==> src/hw/scl_gen_pkg.sv <==
// Functional notes
// - Clearing the interface enable returns the slave logic to a known state.
// - As master, SCL comes from dividing the peripheral clock.
// - SCL frequency is one over low plus high period.
// - From divider 3 up, each unstretched phase lasts ratio count times divider plus one cycles.
// - Divider 0 phases: 7/7, 9/6, 14/9 cycles per ratio.
// - Divider 1: 10/10, 14/8, 24/14; divider 2: 15/15, 21/12, 36/21.
// - Ratio select picks standard 4:4, asymmetric 6:3 or fast 11:6.
// - Maximum data hold time is four plus divider cycles; maxHoldCycles is 6 bits wide and wraps from divider 60 up.
package scl_gen_pkg;

  typedef enum logic [1:0] {
    RATIO_STANDARD   = 2'h0,
    RATIO_ASYMMETRIC = 2'h1,
    RATIO_FAST       = 2'h2
  } clock_ratio_select_e;

  typedef enum logic [1:0] {
    ST_IDLE = 2'h0,
    ST_LOW  = 2'h1,
    ST_WAIT = 2'h2,
    ST_HIGH = 2'h3
  } scl_state_e;

  // APB map
  localparam logic [11:0] OFF_CTRL   = 12'h000;
  localparam logic [11:0] OFF_DIV    = 12'h004;
  localparam logic [11:0] OFF_STATUS = 12'h008;
  localparam logic [8:0]  DIV_RESET  = 9'h000;

  localparam int CTRL_EN_BIT      = 0;
  localparam int CTRL_MASTER_BIT  = 1;
  localparam int CTRL_RATIO_LSB   = 2;

  localparam logic [3:0] N_STD_LOW   = 4'h4;
  localparam logic [3:0] N_STD_HIGH  = 4'h4;
  localparam logic [3:0] N_ASYM_LOW  = 4'h6;
  localparam logic [3:0] N_ASYM_HIGH = 4'h3;
  localparam logic [3:0] N_FAST_LOW  = 4'hB;
  localparam logic [3:0] N_FAST_HIGH = 4'h6;

  localparam logic [5:0] HOLD_BASE = 6'h04;

  typedef struct packed {
    logic [5:0] low;
    logic [5:0] high;
  } phase_pair_s;

  // Low-divider table, index divider*3 + ratio
  localparam phase_pair_s SMALL_TABLE [9] = '{
    '{6'h07, 6'h07}, '{6'h09, 6'h06}, '{6'h0E, 6'h09},
    '{6'h0A, 6'h0A}, '{6'h0E, 6'h08}, '{6'h18, 6'h0E},
    '{6'h0F, 6'h0F}, '{6'h15, 6'h0C}, '{6'h24, 6'h15}};

  typedef struct packed {
    logic               en;
    logic               master;
    clock_ratio_select_e ratio;
    logic [8:0]         div;
    scl_state_e         state;
    logic [17:0]        count;
    logic [1:0]         sclSync;
    logic               sclDrive;
    logic [31:0]        prdata;
    logic               slaveReset;
  } state_s;

endpackage

==> src/hw/scl_clock_gen.sv <==
// The register offsets and register access over APB were chosen for this implementation.
`timescale 1ns/1ps
module scl_clock_gen
  import scl_gen_pkg::*;
#(
  parameter int DIV_W = 9
) (
  // Clock and reset
  input  wire logic        clk,
  input  wire logic        arst_n,
  input  wire logic        clkEn,
  // APB slave
  input  wire logic        psel,
  input  wire logic        penable,
  input  wire logic        pwrite,
  input  wire logic [11:0] paddr,
  input  wire logic [31:0] pwdata,
  output logic      [31:0] prdata,
  output logic             pready,
  output logic             pslverr,
  // Bus clock pin, open drain
  input  wire logic        sclIn,
  output logic             sclOut,
  output logic             sclOe,
  // Status towards the rest of the interface
  output logic             sclRun,
  output logic [5:0]       maxHoldCycles,
  output logic             slaveResetN
);

  // The register map and hold bound assume a 9-bit divider
  if (DIV_W != 9) begin : g_bad_div_w
    $error("DIV_W must be 9");
  end

  state_s r, next_r;
  logic   apbWr, apbRd, phaseDone;
  logic [17:0] lowLen, highLen;
  logic [3:0]  nLow, nHigh;

  assign apbWr = psel && penable && pwrite;
  // Read data is loaded in the setup cycle so it stands at the access edge
  assign apbRd = psel && !penable && !pwrite;

  always_comb begin
    case (r.ratio)
      RATIO_ASYMMETRIC: begin nLow = N_ASYM_LOW; nHigh = N_ASYM_HIGH; end
      RATIO_FAST:       begin nLow = N_FAST_LOW; nHigh = N_FAST_HIGH; end
      default:          begin nLow = N_STD_LOW;  nHigh = N_STD_HIGH;  end
    endcase
  end

  always_comb begin
    logic [3:0] idx;
    idx = 4'h0;
    if (r.div < 9'h003) begin
      idx = 4'(r.div[1:0] * 2'h3 + 4'(r.ratio));
      lowLen  = 18'(SMALL_TABLE[idx].low);
      highLen = 18'(SMALL_TABLE[idx].high);
    end else begin
      lowLen  = 18'(nLow)  * (18'(r.div) + 18'h00001);
      highLen = 18'(nHigh) * (18'(r.div) + 18'h00001);
    end
  end

  assign phaseDone = (r.count + 18'h00001) >= ((r.state == ST_LOW) ? lowLen : highLen);

  always_comb begin
    next_r = r;
    next_r.slaveReset = 1'b0;
    // Synchroniser: first stage feeds only the second
    next_r.sclSync = {r.sclSync[0], sclIn};
    if (apbWr) begin
      if (paddr == OFF_CTRL) begin
        next_r.en     = pwdata[CTRL_EN_BIT];
        next_r.master = pwdata[CTRL_MASTER_BIT];
        next_r.ratio  = clock_ratio_select_e'(pwdata[CTRL_RATIO_LSB +: 2]);
        if (!pwdata[CTRL_EN_BIT]) next_r.slaveReset = 1'b1;
      end else if (paddr == OFF_DIV) begin
        next_r.div = pwdata[8:0];
      end
    end
    if (apbRd) begin
      if (paddr == OFF_CTRL) next_r.prdata = {28'h0, r.ratio, r.master, r.en};
      else if (paddr == OFF_DIV) next_r.prdata = {23'h0, r.div};
      else if (paddr == OFF_STATUS) next_r.prdata = {29'h0, r.sclSync[1], r.state};
      else next_r.prdata = 32'h0;
    end
    case (r.state)
      ST_IDLE: begin
        next_r.sclDrive = 1'b0;
        next_r.count    = 18'h0;
        if (r.en && r.master) begin
          next_r.state    = ST_LOW;
          next_r.sclDrive = 1'b1;
        end
      end
      ST_LOW: begin
        next_r.count = r.count + 18'h00001;
        if (phaseDone) begin
          next_r.state    = ST_HIGH;
          next_r.sclDrive = 1'b0;
          next_r.count    = 18'h0;
        end
      end
      // wait out stretching, restart the high count once seen high
      ST_WAIT: begin
        if (r.sclSync[1]) begin
          next_r.state = ST_HIGH;
          next_r.count = 18'h0;
        end
      end
      ST_HIGH: begin
        next_r.count = r.count + 18'h00001;
        // line still low once the synchroniser has caught up
        if (r.count >= 18'h00002 && !r.sclSync[1]) begin
          next_r.state = ST_WAIT;
          next_r.count = 18'h0;
        end else if (phaseDone) begin
          next_r.state    = ST_LOW;
          next_r.sclDrive = 1'b1;
          next_r.count    = 18'h0;
        end
      end
      default: next_r.state = ST_IDLE;
    endcase
    if (!r.en || !r.master) begin
      next_r.state    = ST_IDLE;
      next_r.sclDrive = 1'b0;
    end
  end

  always_ff @(posedge clk or negedge arst_n) begin
    if (!arst_n) begin
      r <= '{en: 1'b0, master: 1'b0, ratio: RATIO_STANDARD, div: DIV_RESET, state: ST_IDLE,
             count: 18'h0, sclSync: 2'h3, sclDrive: 1'b0, prdata: 32'h0, slaveReset: 1'b0};
    end else if (clkEn) begin
      r <= next_r;
    end
  end

  assign prdata  = r.prdata;
  assign pready  = 1'b1;
  assign pslverr = 1'b0;
  assign sclOut  = 1'b0;
  assign sclOe   = r.sclDrive;
  assign sclRun  = (r.state != ST_IDLE);
  assign maxHoldCycles = HOLD_BASE + 6'(r.div);
  assign slaveResetN   = !r.slaveReset && r.en;

  property p_low_len;
    @(posedge clk) disable iff (!arst_n)
      (clkEn && r.state == ST_LOW && phaseDone) |-> (r.count + 18'h1 == lowLen);
  endproperty
  a_low_len: assert property (p_low_len) else $error("low phase length wrong");

  property p_wait_high;
    @(posedge clk) disable iff (!arst_n)
      (clkEn && r.state == ST_WAIT && !r.sclSync[1]) |=> (r.state == ST_WAIT || !r.en || !r.master);
  endproperty
  a_wait_high: assert property (p_wait_high) else $error("stretch not honoured");

  property p_hold;
    @(posedge clk) disable iff (!arst_n) maxHoldCycles == 6'(r.div) + 6'h04;
  endproperty
  a_hold: assert property (p_hold) else $error("hold bound wrong");

  property p_div0;
    @(posedge clk) disable iff (!arst_n) (r.div == 9'h0 && r.ratio == RATIO_FAST) |-> lowLen == 18'd14;
  endproperty
  a_div0: assert property (p_div0) else $error("div0 fast low wrong");

  property p_div2;
    @(posedge clk) disable iff (!arst_n) (r.div == 9'h2 && r.ratio == RATIO_FAST) |-> highLen == 18'd21;
  endproperty
  a_div2: assert property (p_div2) else $error("div2 fast high wrong");

  property p_ratio;
    @(posedge clk) disable iff (!arst_n) (r.div == 9'h9 && r.ratio == RATIO_ASYMMETRIC) |-> lowLen == 18'd60;
  endproperty
  a_ratio: assert property (p_ratio) else $error("asym ratio wrong");

  property p_drive;
    @(posedge clk) disable iff (!arst_n) (r.state == ST_LOW) |-> sclOe;
  endproperty
  a_drive: assert property (p_drive) else $error("scl not pulled low");

  property p_dis;
    @(posedge clk) disable iff (!arst_n) (clkEn && apbWr && paddr == OFF_CTRL && !pwdata[0]) |=> !slaveResetN;
  endproperty
  a_dis: assert property (p_dis) else $error("slave reset missing");

endmodule

==> config.mk <==
export PLATFORM = sky130hd
export DESIGN_NAME = scl_clock_gen
export DESIGN_NICKNAME = d
export VERILOG_FILES = /design/src/hw/scl_gen_pkg.sv /design/src/hw/scl_clock_gen.sv
export SDC_FILE = /design/constraint.sdc
export NUM_CORES = 1
export LEC_CHECK = 0
export ABC_CLOCK_PERIOD_IN_PS = 8700
export BUFFER_PORTS_ARGS = -buffer_cell sky130_fd_sc_hd__buf_4
export CORE_ASPECT_RATIO = 0.8
export CORE_MARGIN = 5
export CORE_UTILIZATION = 55
export DETAILED_ROUTE_END_ITERATION = 16
export PLACE_DENSITY = 0.78
export SLEW_MARGIN = 30
export SYNTH_ARGS = -nofsm -noshare
export SYNTH_HDL_FRONTEND = slang
export SYNTH_SLANG_ARGS = --single-unit
==> constraint.sdc <==
create_clock -name clk -period 8.7 [get_ports clk]
set_input_delay 1.305 -clock clk [delete_from_list [all_inputs] [get_ports clk]]
set_output_delay 1.305 -clock clk [all_outputs]
set_load 0.01 [all_outputs]
==> results.md, run 1 <==
* I/O Buffers at 45
* Crit path max-delay cell type: a211oi_4
* Unrepaired setup endpoints after global routing: no
* # Max-Cap Violations at 0
* Max FO, Critical Path at 18
* Syn_area_per_cell at ~8.5 µm²
* Initial antenna violation count at 0
* First-pass GRT wire length at 20,900 µm
* Final setup TNS at 0 ns
* Fmax at 157 MHz
* Seq. cell area at 0.00115 mm²
* VDD IR max at ~80 µV
* Final hold vios at 0
* Post-CTS sizing at 0
* Final Util at between 50 and 60%
* Post-CTS setup buffers at 0
* Worst path cell trace: ha_1 -> xnor2_1 -> nor2_1 -> fa_1 -> fa_1 -> fa_1 -> a21oi_1 -> o21ai_0 -> a2111oi_0 -> o31ai_1 -> xnor2_1 -> nor2b_1 -> o21ai_0 -> ha_1 -> nand2_1 -> o21ai_0 -> a21oi_1 -> nand3_2 -> a211oi_4 -> nand3_1 -> o21ai_0
* Vias in the first global route at 4,450
* Final Total Pwr at 461 µW
* Detailed Place HPWL at between 9000 and 10,000 µm
* Startpoint types: flip-flop
* Layout cells sized above 1 at between 10 and 15%
* Class of the most critical setup path: reg2reg
* Post-synthesis sequential area ratio at ~20%
* Worst-Margin Slew at about 0.97 ns
* Routed Antenna Nets at 0
* GP Congestion at 0.888
* Status: complete, no violations
* CORE AREA at 0.0102 mm²
* Power per cell area at ~76 mW/mm²
* Clk root buf: clkbuf_16
* Die Ht at just over 100 µm
* Worst Path Required at 8.91 ns
* Total Routing Usage GR at 20.4%
* Synth warn at 0
* Clock sinks at 46
* Starting Density at between 50% and 60%
* Layout area overhead at 6.63%
* Nets at around 830
* Gr ovfl total at 0
* Fin crit share at about 73%
* Most common cell after layout, fill and taps aside: nand2_1
* Initial DRT Pass Iterations at 5
* Min Tclk post-route at 6.36 ns
* Multi-input logic area at around 0.004 mm²
* Slew Limit Fails at 0
* H-tree Lvls at 2
* Seq cells post-synth at 46
* Routed wire length at approximately 12,000 µm
* Top_reg_cell synth: dfrtp_1
* CTS tree: built
* Syn Std Cell Area at between 0.005 and 0.006 mm²
* Post-synth EDFFs at 0
* Clock Latency Late Sink at about 0.3 ns
* CTS Buf Count at 5
* Most used cell, CP: o21ai_0
* Commonest non-fill, non-tap cells in the layout: nand2_1 (78), ha_1 (66), inv_1 (55)
* Avg WL per Cell at 15.0 µm
* Post-Synthesis Cells at 672
* Fill count at 900
* Max transition margin at a little over a third
* Maximum clock insertion buffer count at 2
* Clock transition at path regs at roughly 0.070 ns
* Die area at ~0.013 mm²
* Largest net degree at the start of global routing at between 40 and 50
* Via Count at 4,606
* Starting DRT DRC Count at approximately 260
* Final setup vio count at 0
* Hold buffers post-CTS at 0
* Drt drc at 0
* Number of diodes at 0
* I/O pins at 95
* Asr flop ratio synth at 100%
* Via density at 5.54
* Clk_skew at 0.00576 ns
* Die width at 124 µm
* Worst path arrival time at about 6.6 ns
* Hold WC Path Type: reg2reg
* Endpoint class of the critical path: flip-flop
* P_leak at 3.16 nW
* Placement Rows at 33
* Synth unique cells at 66
* Crit-path max cell delay at approximately 0.66 ns
where the power goes:
| part | internal [mW] | switching [mW] | leakage [nW] |
|---|---|---|---|
| clock network | 0.116 | 0.0865 | 0.0745 |
| logic | 0.0156 | 0.0206 | 2.46 |
| registers | 0.219 | 0.00356 | 0.619 |
flip-flops by register name, summed over array words and instances (netlist names):
register and count:
next_r 1, prdata 9, r 35, sclOe 1
layout make-up:
class | instances | share of cell area [%]
timing repair buffer | 47 | 5.79
tap | 140 | 2.87
multi-input combinational | 535 | 66.5
sequential | 46 | 18.9
clock inverter | 1 | 0.144
clock buffer | 7 | 2.34
inverter | 55 | 3.39
synth_stat cells (8+ instances only):
master,count,share of area [%]
nor3_1,9,0.79
mux2_2,15,3.0
xor2_1,18,2.8
inv_1,55,3.6
o21ai_0,25,2.2
dfrtp_1,44,19
nand3_1,20,1.8
nor2b_1,15,1.6
nor2_1,46,3.0
fa_1,25,8.8
buf_4,38,5.0
a21o_1,8,1.1
clkbuf_1,17,1.1
xnor2_1,20,3.1
and2_1,10,1.1
ha_1,67,15
nand2b_1,10,1.1
a21oi_1,30,2.6
mux2i_1,8,1.4
nand4_1,14,1.5
or2_2,14,1.5
nand2_1,78,5.1
cell families (layout without fill, tap and decap cells):
family | Yosys count | in the layout | synth area share, %
simple gates | 246 | 246 | 22.2
buf+inv | 115 | 110 | 10.5
compound gates | 108 | 108 | 12.6
fa+ha+maj | 92 | 92 | 23.4
flops | 46 | 46 | 20.2
xor+xnor | 38 | 38 | 5.82
mux | 25 | 25 | 5.15
other cells | 2 | 26 | 0.131
worst paths after layout:
path                                  startpoint               endpoint  slack (ns)  cells after the start
max in group asynchronous                 arst_n  prdata[7]$_DFFE_PN0P_        7.28                      1
hold / removal             prdata[4]$_DFFE_PN0P_  prdata[4]$_DFFE_PN0P_        0.49                      2
min in group asynchronous                 arst_n      r[50]$_DFFE_PN0P_        0.99                      1
hold reg to reg            prdata[4]$_DFFE_PN0P_  prdata[4]$_DFFE_PN0P_        0.49                      2
setup / recovery               r[56]$_DFFE_PN0P_      r[37]$_DFFE_PN0P_        2.34                     21
setup reg to reg               r[56]$_DFFE_PN0P_      r[37]$_DFFE_PN0P_        2.34                     21
critical path: cells and delay by family (launching register included):
family,cells,cell delay [ns]
XOR/XNOR,2,0.52
AO/OA/AOI/OAI,9,2.49
AND/OR/NAND/NOR,5,0.58
adder cells (fa/ha/maj),5,2.12
flip-flops,1,0.56
per-layer routing:
layer | vias up | routed length [µm] | GRT usage (%)
met4 | 0 | 93 | 3.45
li1 | 2282 | - | -
met3 | 9 | 654 | 3.80
met1 | 2212 | 6070 | 29.5
met5 | - | 0 | 0
met2 | 103 | 5680 | 32.4
per-stage QoR:
stage	cell area, µm²	hold WS [ns]	setup WS [ns]	cells
after CTS	6090	0.491	2.36	831
final	6090	0.493	2.34	831
after floorplan	5800	0.451	3.40	696
after detailed placement	5940	0.476	2.41	823
after global placement	5940	0.476	2.52	823
after global routing	6090	0.518	1.84	831
Note: power is estimated with default switching activity, not from simulation.
==> inputs of run 2 (changes only) <==
--- a/config.mk
+++ b/config.mk
@@ -5,13 +5,13 @@
 export SDC_FILE = /design/constraint.sdc
 export NUM_CORES = 1
 export LEC_CHECK = 0
-export ABC_CLOCK_PERIOD_IN_PS = 8700
+export ABC_CLOCK_PERIOD_IN_PS = 5200
 export BUFFER_PORTS_ARGS = -buffer_cell sky130_fd_sc_hd__buf_4
 export CORE_ASPECT_RATIO = 0.8
 export CORE_MARGIN = 5
-export CORE_UTILIZATION = 55
+export CORE_UTILIZATION = 53
 export DETAILED_ROUTE_END_ITERATION = 16
-export PLACE_DENSITY = 0.78
+export PLACE_DENSITY = 0.79
 export SLEW_MARGIN = 30
 export SYNTH_ARGS = -nofsm -noshare
 export SYNTH_HDL_FRONTEND = slang
==> constraint.sdc (replaced) <==
create_clock -name clk -period 5.2 [get_ports clk]
set_input_delay 0.78 -clock clk [delete_from_list [all_inputs] [get_ports clk]]
set_output_delay 0.78 -clock clk [all_outputs]
set_load 0.01 [all_outputs]
==> run 2 against run 1 <==
Compared with the run above: the run now ends with setup timing left; register-to-register slack lost 2.4 ns; utilization is 5.9 points higher; non-clock buffer count up 59; wire length increased by 11%; die area increased by 3.4%; clock skew grew 0.0042 ns; critical path depth rose by 2; clock power grew 63%; count of clock-buffer cells in the layout fell by 2; cell area grew 12%; fmax rose by 21%; via count rose by 7.0%; critical endpoint is now r[47]$_DFFE_PN0P_; largest cell class unchanged; largest power group unchanged.
==> results.md, run 2 (synthesis results as in run 1) <==
* Routed wire length at 13,900 µm (+11%)
* Min setup slack post-route at -0.0661 ns (-2.41 ns)
* Drt drc at 0 (unchanged)
* Worst path bufs/invs at 2 (+2)
* Top cell family by delay on the critical path: adder cells
* Met1 Use GR at 29.2% (-0.35 points)
* RR Startpoint: r[57]$_DFFE_PN0P_
* Reg with most FFs: r
* R2r setup slk at -0.07 ns (-2.41 ns)
* Grt peak-use layer: met2
* GR met2 Demand/Resource at 37.8% (+5.4 points)
* Via density at 5.54 (-0.12%)
* Endpoint class of the critical path: flip-flop
* Detailed Place HPWL at 10,900 µm (+9.9%)
* Die area at 0.0130 mm² (+3.4%)
* VDD IR max at 109 µV (+36%)
* Maximum clock insertion buffer count at 2 (unchanged)
* Vias in the first global route at 5,027 (+13%)
* Power per cell area at 112 mW/mm² (+48%)
* Status: finished, violations left
* Clk root buf: clkbuf_16
* I/O pins at 95 (unchanged)
* Clock Latency Late Sink at 0.30 ns (about the same)
* Hold WC Path Type: in2async
* Worst Path Required at 5.43 ns (-3.48 ns)
* Reg2Reg Depth at 23 (+9.5%)
* Final setup vio count at 15 (+15)
* Slew Limit Fails at 0 (unchanged)
* CORE AREA at 0.0104 mm² (+2.0%)
* Largest net degree at the start of global routing at 47 (unchanged)
* Final hold vios at 0 (unchanged)
* Clock transition at path regs at 0.07 ns (about the same)
* Layout area overhead at 19.6%
* Total Routing Usage GR at 22.1% (+1.7 points)
* Gr ovfl total at 0 (unchanged)
* Dpl ws at -0.279 ns (-2.69 ns)
* Fin crit share at 101% (+28 points)
* P_leak at 3.48 nW (+10%)
* Routed Antenna Nets at 0 (unchanged)
* CTS tree: built
* Worst path cell trace: ha_4 -> xnor2_4 -> nor2_4 -> fa_1 -> fa_2 -> ha_4 -> a211oi_4 -> o21bai_1 -> a31o_2 -> nand4_1 -> nand3_2 -> o41ai_4 -> mux2i_1 -> ha_1 -> a21oi_2 -> o21ai_1 -> a21oi_1 -> nand3_2 -> a211oi_4 -> buf_6 -> buf_16 -> nand4_1 -> nand2_1
* Nets at 892 (+7.1%)
* Die width at 126 µm (+1.7%)
* Min Tclk post-route at 5.27 ns (-1.09 ns)
* Starting DRT DRC Count at 282 (+8.9%)
* Met3 GRT Util at 3.99% (+0.19 points)
* Most common cell after layout, fill and taps aside: buf_4
* Post-Layout Inst Area at 0.00683 mm² (+12%)
* CTS Buf Count at 5 (unchanged)
* Commonest non-fill, non-tap cells in the layout: buf_4 (103), nand2_1 (77), ha_1 (58)
* # Max-Cap Violations at 0 (unchanged)
* Fill count at 839 (-6.8%)
* Max FO, Critical Path at 9 (-9)
* Worst-Margin Slew at 0.963 ns (-0.0113 ns)
* First-pass GRT wire length at 23,800 µm (+14%)
* GP Congestion at 0.926 (+4.3%)
* Crit-path max cell delay at 0.65 ns (about the same)
* Via Count at 4,927 (+7.0%)
* Hold Slack at 0.475 ns (-0.0184 ns)
* Unrepaired setup endpoints after global routing: yes
* I/O Buffers at 45 (unchanged)
* Crit path max-delay cell type: fa_2
* H-tree Lvls at 2 (unchanged)
* Critical R2R Capture: r[47]$_DFFE_PN0P_
* Startpoint types: flip-flop
* Number of diodes at 0 (unchanged)
* Final Util at 65.7% (+5.9 points)
* Max transition margin at 35.6% (+0.76 points)
* Hold buffers post-CTS at 0 (unchanged)
* Initial DRT Pass Iterations at 6 (+1)
* Placement Rows at 33 (unchanged)
* Clock sinks at 46 (unchanged)
* Die Ht at 103 µm (+1.7%)
* Post-DP Area at 0.00639 mm² (+7.6%)
* Violated checks: setup timing
* Layout cells sized above 1 at 26.5% (+12 points)
* Initial antenna violation count at 0 (unchanged)
* Starting Density at 54.9% (-1.1 points)
* Class of the most critical setup path: reg2reg
* Avg WL per Cell at 15.6 µm (+3.5%)
* Fmax at 190 MHz (+21%)
* Worst path arrival time at 5.50 ns (-1.07 ns)
* Clk_skew at 0.0100 ns (+0.00424 ns)
* Max FFs per register at 35 (unchanged)
## run 2: cell count changes in the layout (fill, tap and decap cells not counted), sizes merged
cell	before	now
clkinvlp	0	2
buf	47	106
clkbuf	7	5
## run 2: per-layer routing
layer,part of all wire [%],vias up
li1,-,2399
met5,0,-
met3,6.2,33
met1,44,2352
met2,48,143
met4,2.0,0
## run 2: report_power, final
| part | internal, mW | total, mW | switching, mW | leakage [nW] |
|---|---|---|---|---|
| sequential | 0.366 | 0.372 | 0.00583 | 0.614 |
| clock | 0.180 | 0.330 | 0.150 | 0.0664 |
| combinational | 0.0266 | 0.0626 | 0.0360 | 2.80 |
| total | 0.572 | 0.764 | 0.192 | 3.48 |
## run 2: cell type report
class	instances	area [µm²]	share of cell area (%)
inverter	55	206	3.02
timing repair buffer	106	832	12.2
clock inverter	3	23.8	0.348
clock buffer	5	125	1.83
multi-input combinational	535	4310	63.1
tap	140	175	2.56
sequential	46	1160	16.9
## run 2: how the worst max path moves through the flow
stage | slack [ns] | start | endpoint | cells past startpoint
4_1_cts | -0.02 | r[57]$_DFFE_PN0P_ | r[47]$_DFFE_PN0P_ | 24
3_5_place_dp | -0.28 | r[57]$_DFFE_PN0P_ | sclOe$_DFFE_PN0P_ | 22
3_3_place_gp | -0.12 | r[57]$_DFFE_PN0P_ | sclOe$_DFFE_PN0P_ | 22
6_report | -0.07 | r[57]$_DFFE_PN0P_ | r[47]$_DFFE_PN0P_ | 23
2_1_floorplan | 0.01 | r[56]$_DFFE_PN0P_ | r[43]$_DFFE_PN0P_ | 25
5_1_grt | -0.30 | r[57]$_DFFE_PN0P_ | r[37]$_DFFE_PN0P_ | 24
## run 2: through the flow
step	setup TNS, ns	total power, mW	instances
5_1_grt	-4.72	0.794	890
2_1_floorplan	0	0.422	696
3_3_place_gp	-0.851	0.438	875
4_1_cts	-0.144	0.766	887
6_report	-0.672	0.764	890
3_5_place_dp	-3.73	0.440	875
## run 2: timing repair
item	CTS	global route
pin swaps	32	5
endpoints found under the setup margin	18	18
cloned	1	0
resized for setup	42	6
setup buffers	3	3
==> inputs of run 3 (changes only) <==
--- a/config.mk
+++ b/config.mk
@@ -6,12 +6,12 @@
 export NUM_CORES = 1
 export LEC_CHECK = 0
 export ABC_CLOCK_PERIOD_IN_PS = 5200
-export BUFFER_PORTS_ARGS = -buffer_cell sky130_fd_sc_hd__buf_4
 export CORE_ASPECT_RATIO = 0.8
 export CORE_MARGIN = 5
-export CORE_UTILIZATION = 53
+export CORE_UTILIZATION = 55
 export DETAILED_ROUTE_END_ITERATION = 16
-export PLACE_DENSITY = 0.79
+export DONT_BUFFER_PORTS = 1
+export PLACE_DENSITY = 0.73
 export SLEW_MARGIN = 30
 export SYNTH_ARGS = -nofsm -noshare
 export SYNTH_HDL_FRONTEND = slang
==> run 3 against run 2 <==
Compared with the run above: the run still ends with setup timing left; flip-flop and latch count did not move; sequential power barely moved; utilization fell by 0.88 points; power fell by 6.1%; sequential share of layout area rose by 0.58 points; global-route usage fell by 0.24 points.
==> results.md, run 3 (synthesis results as in run 1) <==
* Status: finished, violations left
* Violated checks: setup timing
* Power per cell area at 109 mW/mm² (-2.9%)
* Min setup slack post-route at -0.158 ns (-0.0918 ns)
* Max transition margin at 44.6% (+9.0 points)
* Reg2Reg Depth at 24 (+4.3%)
* Avg WL per Cell at 16.0 µm (+2.9%)
* Worst path arrival time at 5.54 ns (+0.04 ns)
* Fin cells at 848 (-4.7%)
* Slew Limit Fails at 0 (unchanged)
* Placement Rows at 33 (unchanged)
* Unrepaired setup endpoints after global routing: yes
* Layout area overhead at 15.7%
* H-tree Lvls at 2 (unchanged)
* Final Util at 64.8% (-0.88 points)
* Max FO, Critical Path at 5 (-4)
* Endpoint class of the critical path: flip-flop
* CTS tree: built
* CTS Buf Count at 5 (unchanged)
* Starting Density at 56.0% (+1.1 points)
* Post-DP Area at 0.00604 mm² (-5.5%)
* Die area at 0.0125 mm² (-3.3%)
* Hold WC Path Type: in2async
* Number of diodes at 0 (unchanged)
* Maximum clock insertion buffer count at 2 (unchanged)
* Crit path max-delay cell type: fa_1
* Routed Antenna Nets at 0 (unchanged)
* Clk_skew at 0.00630 ns (-0.00370 ns)
* CORE AREA at 0.0102 mm² (-2.0%)
* I/O pins at 95 (unchanged)
* Vias in the first global route at 4,664 (-7.2%)
* Initial antenna violation count at 0 (unchanged)
* Min Tclk post-route at 5.36 ns (+0.0918 ns)
* Worst path bufs/invs at 3 (+1)
* Initial DRT Pass Iterations at 5 (-1)
* Top cell family by delay on the critical path: adder cells
* Most common cell after layout, fill and taps aside: nand2_1
* Comb power frac at 3.9% (-4.3 points)
* Detailed Place HPWL at 10,600 µm (-2.6%)
* Internal power at 553 µW (-3.4%)
* I/O Buffers at 0 (-100%)
* Startpoint types: flip-flop
* Worst path cell trace: ha_4 -> nand4_1 -> xor2_2 -> or2_4 -> fa_1 -> inv_2 -> fa_1 -> ha_4 -> a21o_1 -> a31o_2 -> nand4_1 -> nand3_2 -> o41ai_4 -> mux2i_1 -> ha_1 -> a21oi_2 -> o21ai_1 -> a21oi_1 -> nand3_2 -> a211oi_4 -> buf_4 -> buf_12 -> nand2_1 -> a22o_1
* Seq pwr share at 52.2% (+3.6 points)
* Drt drc at 0 (unchanged)
* Fmax at 187 MHz (-1.7%)
* Switch Pwr at 165 µW (-14%)
* # Max-Cap Violations at 0 (unchanged)
* Hold buffers post-CTS at 0 (unchanged)
* Crit-path max cell delay at 0.56 ns (-0.09 ns)
* Clock transition at path regs at 0.07 ns (about the same)
* Commonest non-fill, non-tap cells in the layout: nand2_1 (78), buf_4 (58), ha_1 (55)
* Nets at 850 (-4.7%)
* Max FFs per register at 35 (unchanged)
* Routed wire length at 13,600 µm (-2.0%)
* Gr ovfl total at 0 (unchanged)
* Post-Layout Inst Area at 0.00661 mm² (-3.3%)
* First-pass GRT wire length at 22,200 µm (-6.8%)
* Die Ht at 101 µm (-1.7%)
* Levels on crit path at 24 (+4.3%)
* Dpl ws at -0.342 ns (-0.0627 ns)
* Layout cells sized above 1 at 23.0% (-3.5 points)
* Clock sinks at 46 (unchanged)
* Die width at 124 µm (-1.7%)
* Total Routing Usage GR at 21.9% (-0.24 points)
* Largest net degree at the start of global routing at 47 (unchanged)
* Worst Path Required at 5.38 ns (-0.05 ns)
* Fin crit share at 103% (+1.8 points)
* Sw Share at 23.0% (-2.2 points)
* Hold Slack at 0.181 ns (-0.294 ns)
* Class of the most critical setup path: reg2reg
* Clk root buf: clkbuf_16
* Starting DRT DRC Count at 229 (-19%)
* GP Congestion at 0.859 (-7.2%)
* Reg with most FFs: r
* Via density at 5.57 (+0.56%)
* Final setup vio count at 18 (+3)
* Placed cell count at 828 (-5.4%)
* P_leak at 3.28 nW (-5.6%)
* Via Count at 4,721 (-4.2%)
* Clock Latency Late Sink at 0.29 ns (about the same)
* VDD IR max at 159 µV (+45%)
* Clock power frac at 43.9% (+0.7 points)
* Worst-Margin Slew at 0.825 ns (-0.138 ns)
* Final hold vios at 0 (unchanged)
* Fill count at 845 (+0.72%)
## run 3: cell count changes in the layout (fill, tap and decap cells not counted), moves of 2 or more
| cell | before | now |
|---|---|---|
| buf_4 | 103 | 58 |
| ha_1 | 58 | 55 |
| ha_4 | 7 | 10 |
| buf_12 | 1 | 3 |
| clkinvlp_4 | 2 | 0 |
| nor2_2 | 1 | 3 |
| o21ai_1 | 6 | 4 |
| o21ai_2 | 2 | 4 |
## run 3: area by class of cell
cell class | count | area (µm²) | share of cell area [%]
Multi-Input combinational cell | 535 | 4380 | 66.3
Sequential cell | 46 | 1160 | 17.5
Timing Repair Buffer | 64 | 543 | 8.22
Inverter | 55 | 206 | 3.12
Tap cell | 140 | 175 | 2.65
Clock buffer | 6 | 129 | 1.95
Clock inverter | 2 | 13.8 | 0.208
## run 3: metal layers
metal  GRT usage, %  vias up  wire (µm)
met5              0        -          0
met4           4.04        0        110
met3           4.63       10        895
li1               -     2306          -
met1           30.8     2279       6010
met2           35.3      126       6560
## run 3: worst paths after layout
check | slack (ns) | endpoint | startpoint
max in group asynchronous | 4.83 | r[35]$_DFFE_PN1P_ | arst_n
worst max-delay path | -0.16 | sclOe$_DFFE_PN0P_ | r[56]$_DFFE_PN0P_
worst min-delay path | 0.18 | r[50]$_DFFE_PN0P_ | arst_n
worst min register to register | 0.54 | r[0]$_DFFE_PN0P_ | r[0]$_DFFE_PN0P_
worst max register to register | -0.16 | sclOe$_DFFE_PN0P_ | r[56]$_DFFE_PN0P_
min in group clk | 0.54 | r[0]$_DFFE_PN0P_ | r[0]$_DFFE_PN0P_
## run 3: repair_timing
action	in CTS	in global routing
setup endpoints to repair	18	18
resized for setup	26	32
pin swaps	13	33
gates cloned	1	1
buffers inserted	3	8
## run 3: power groups by stage
stage                     sequential [mW]  clock (mW)  combinational (mW)
after floorplan                     0.376           0              0.0466
after global placement              0.381           0              0.0258
after detailed placement            0.381           0              0.0267
after CTS                           0.374       0.321              0.0268
after global routing                0.375       0.335              0.0315
final                               0.375       0.315              0.0279
## run 3: worst reg2reg max path, cell delays in order (launching register included)
cell      delay [ns]
dfrtp_2         0.47
ha_4            0.20
nand4_1         0.16
xor2_2          0.23
or2_4           0.27
fa_1            0.51
inv_2           0.05
fa_1            0.56
ha_4            0.23
a21o_1          0.15
a31o_2          0.22
nand4_1         0.11
nand3_2         0.12
o41ai_4         0.31
mux2i_1         0.22
ha_1            0.27
a21oi_2         0.12
o21ai_1         0.07
a21oi_1         0.18
nand3_2         0.11
a211oi_4        0.18
buf_4           0.16
buf_12          0.11
nand2_1         0.05
a22o_1          0.19
## run 3: per-stage QoR
| stage | total power [mW] | TNS (ns) |
|---|---|---|
| finish | 0.718 | -1.93 |
| global route | 0.742 | -6.96 |
| CTS | 0.722 | -0.549 |
| detailed placement | 0.407 | -4.45 |
| global placement | 0.406 | -1.95 |
| floorplan | 0.422 | 0 |
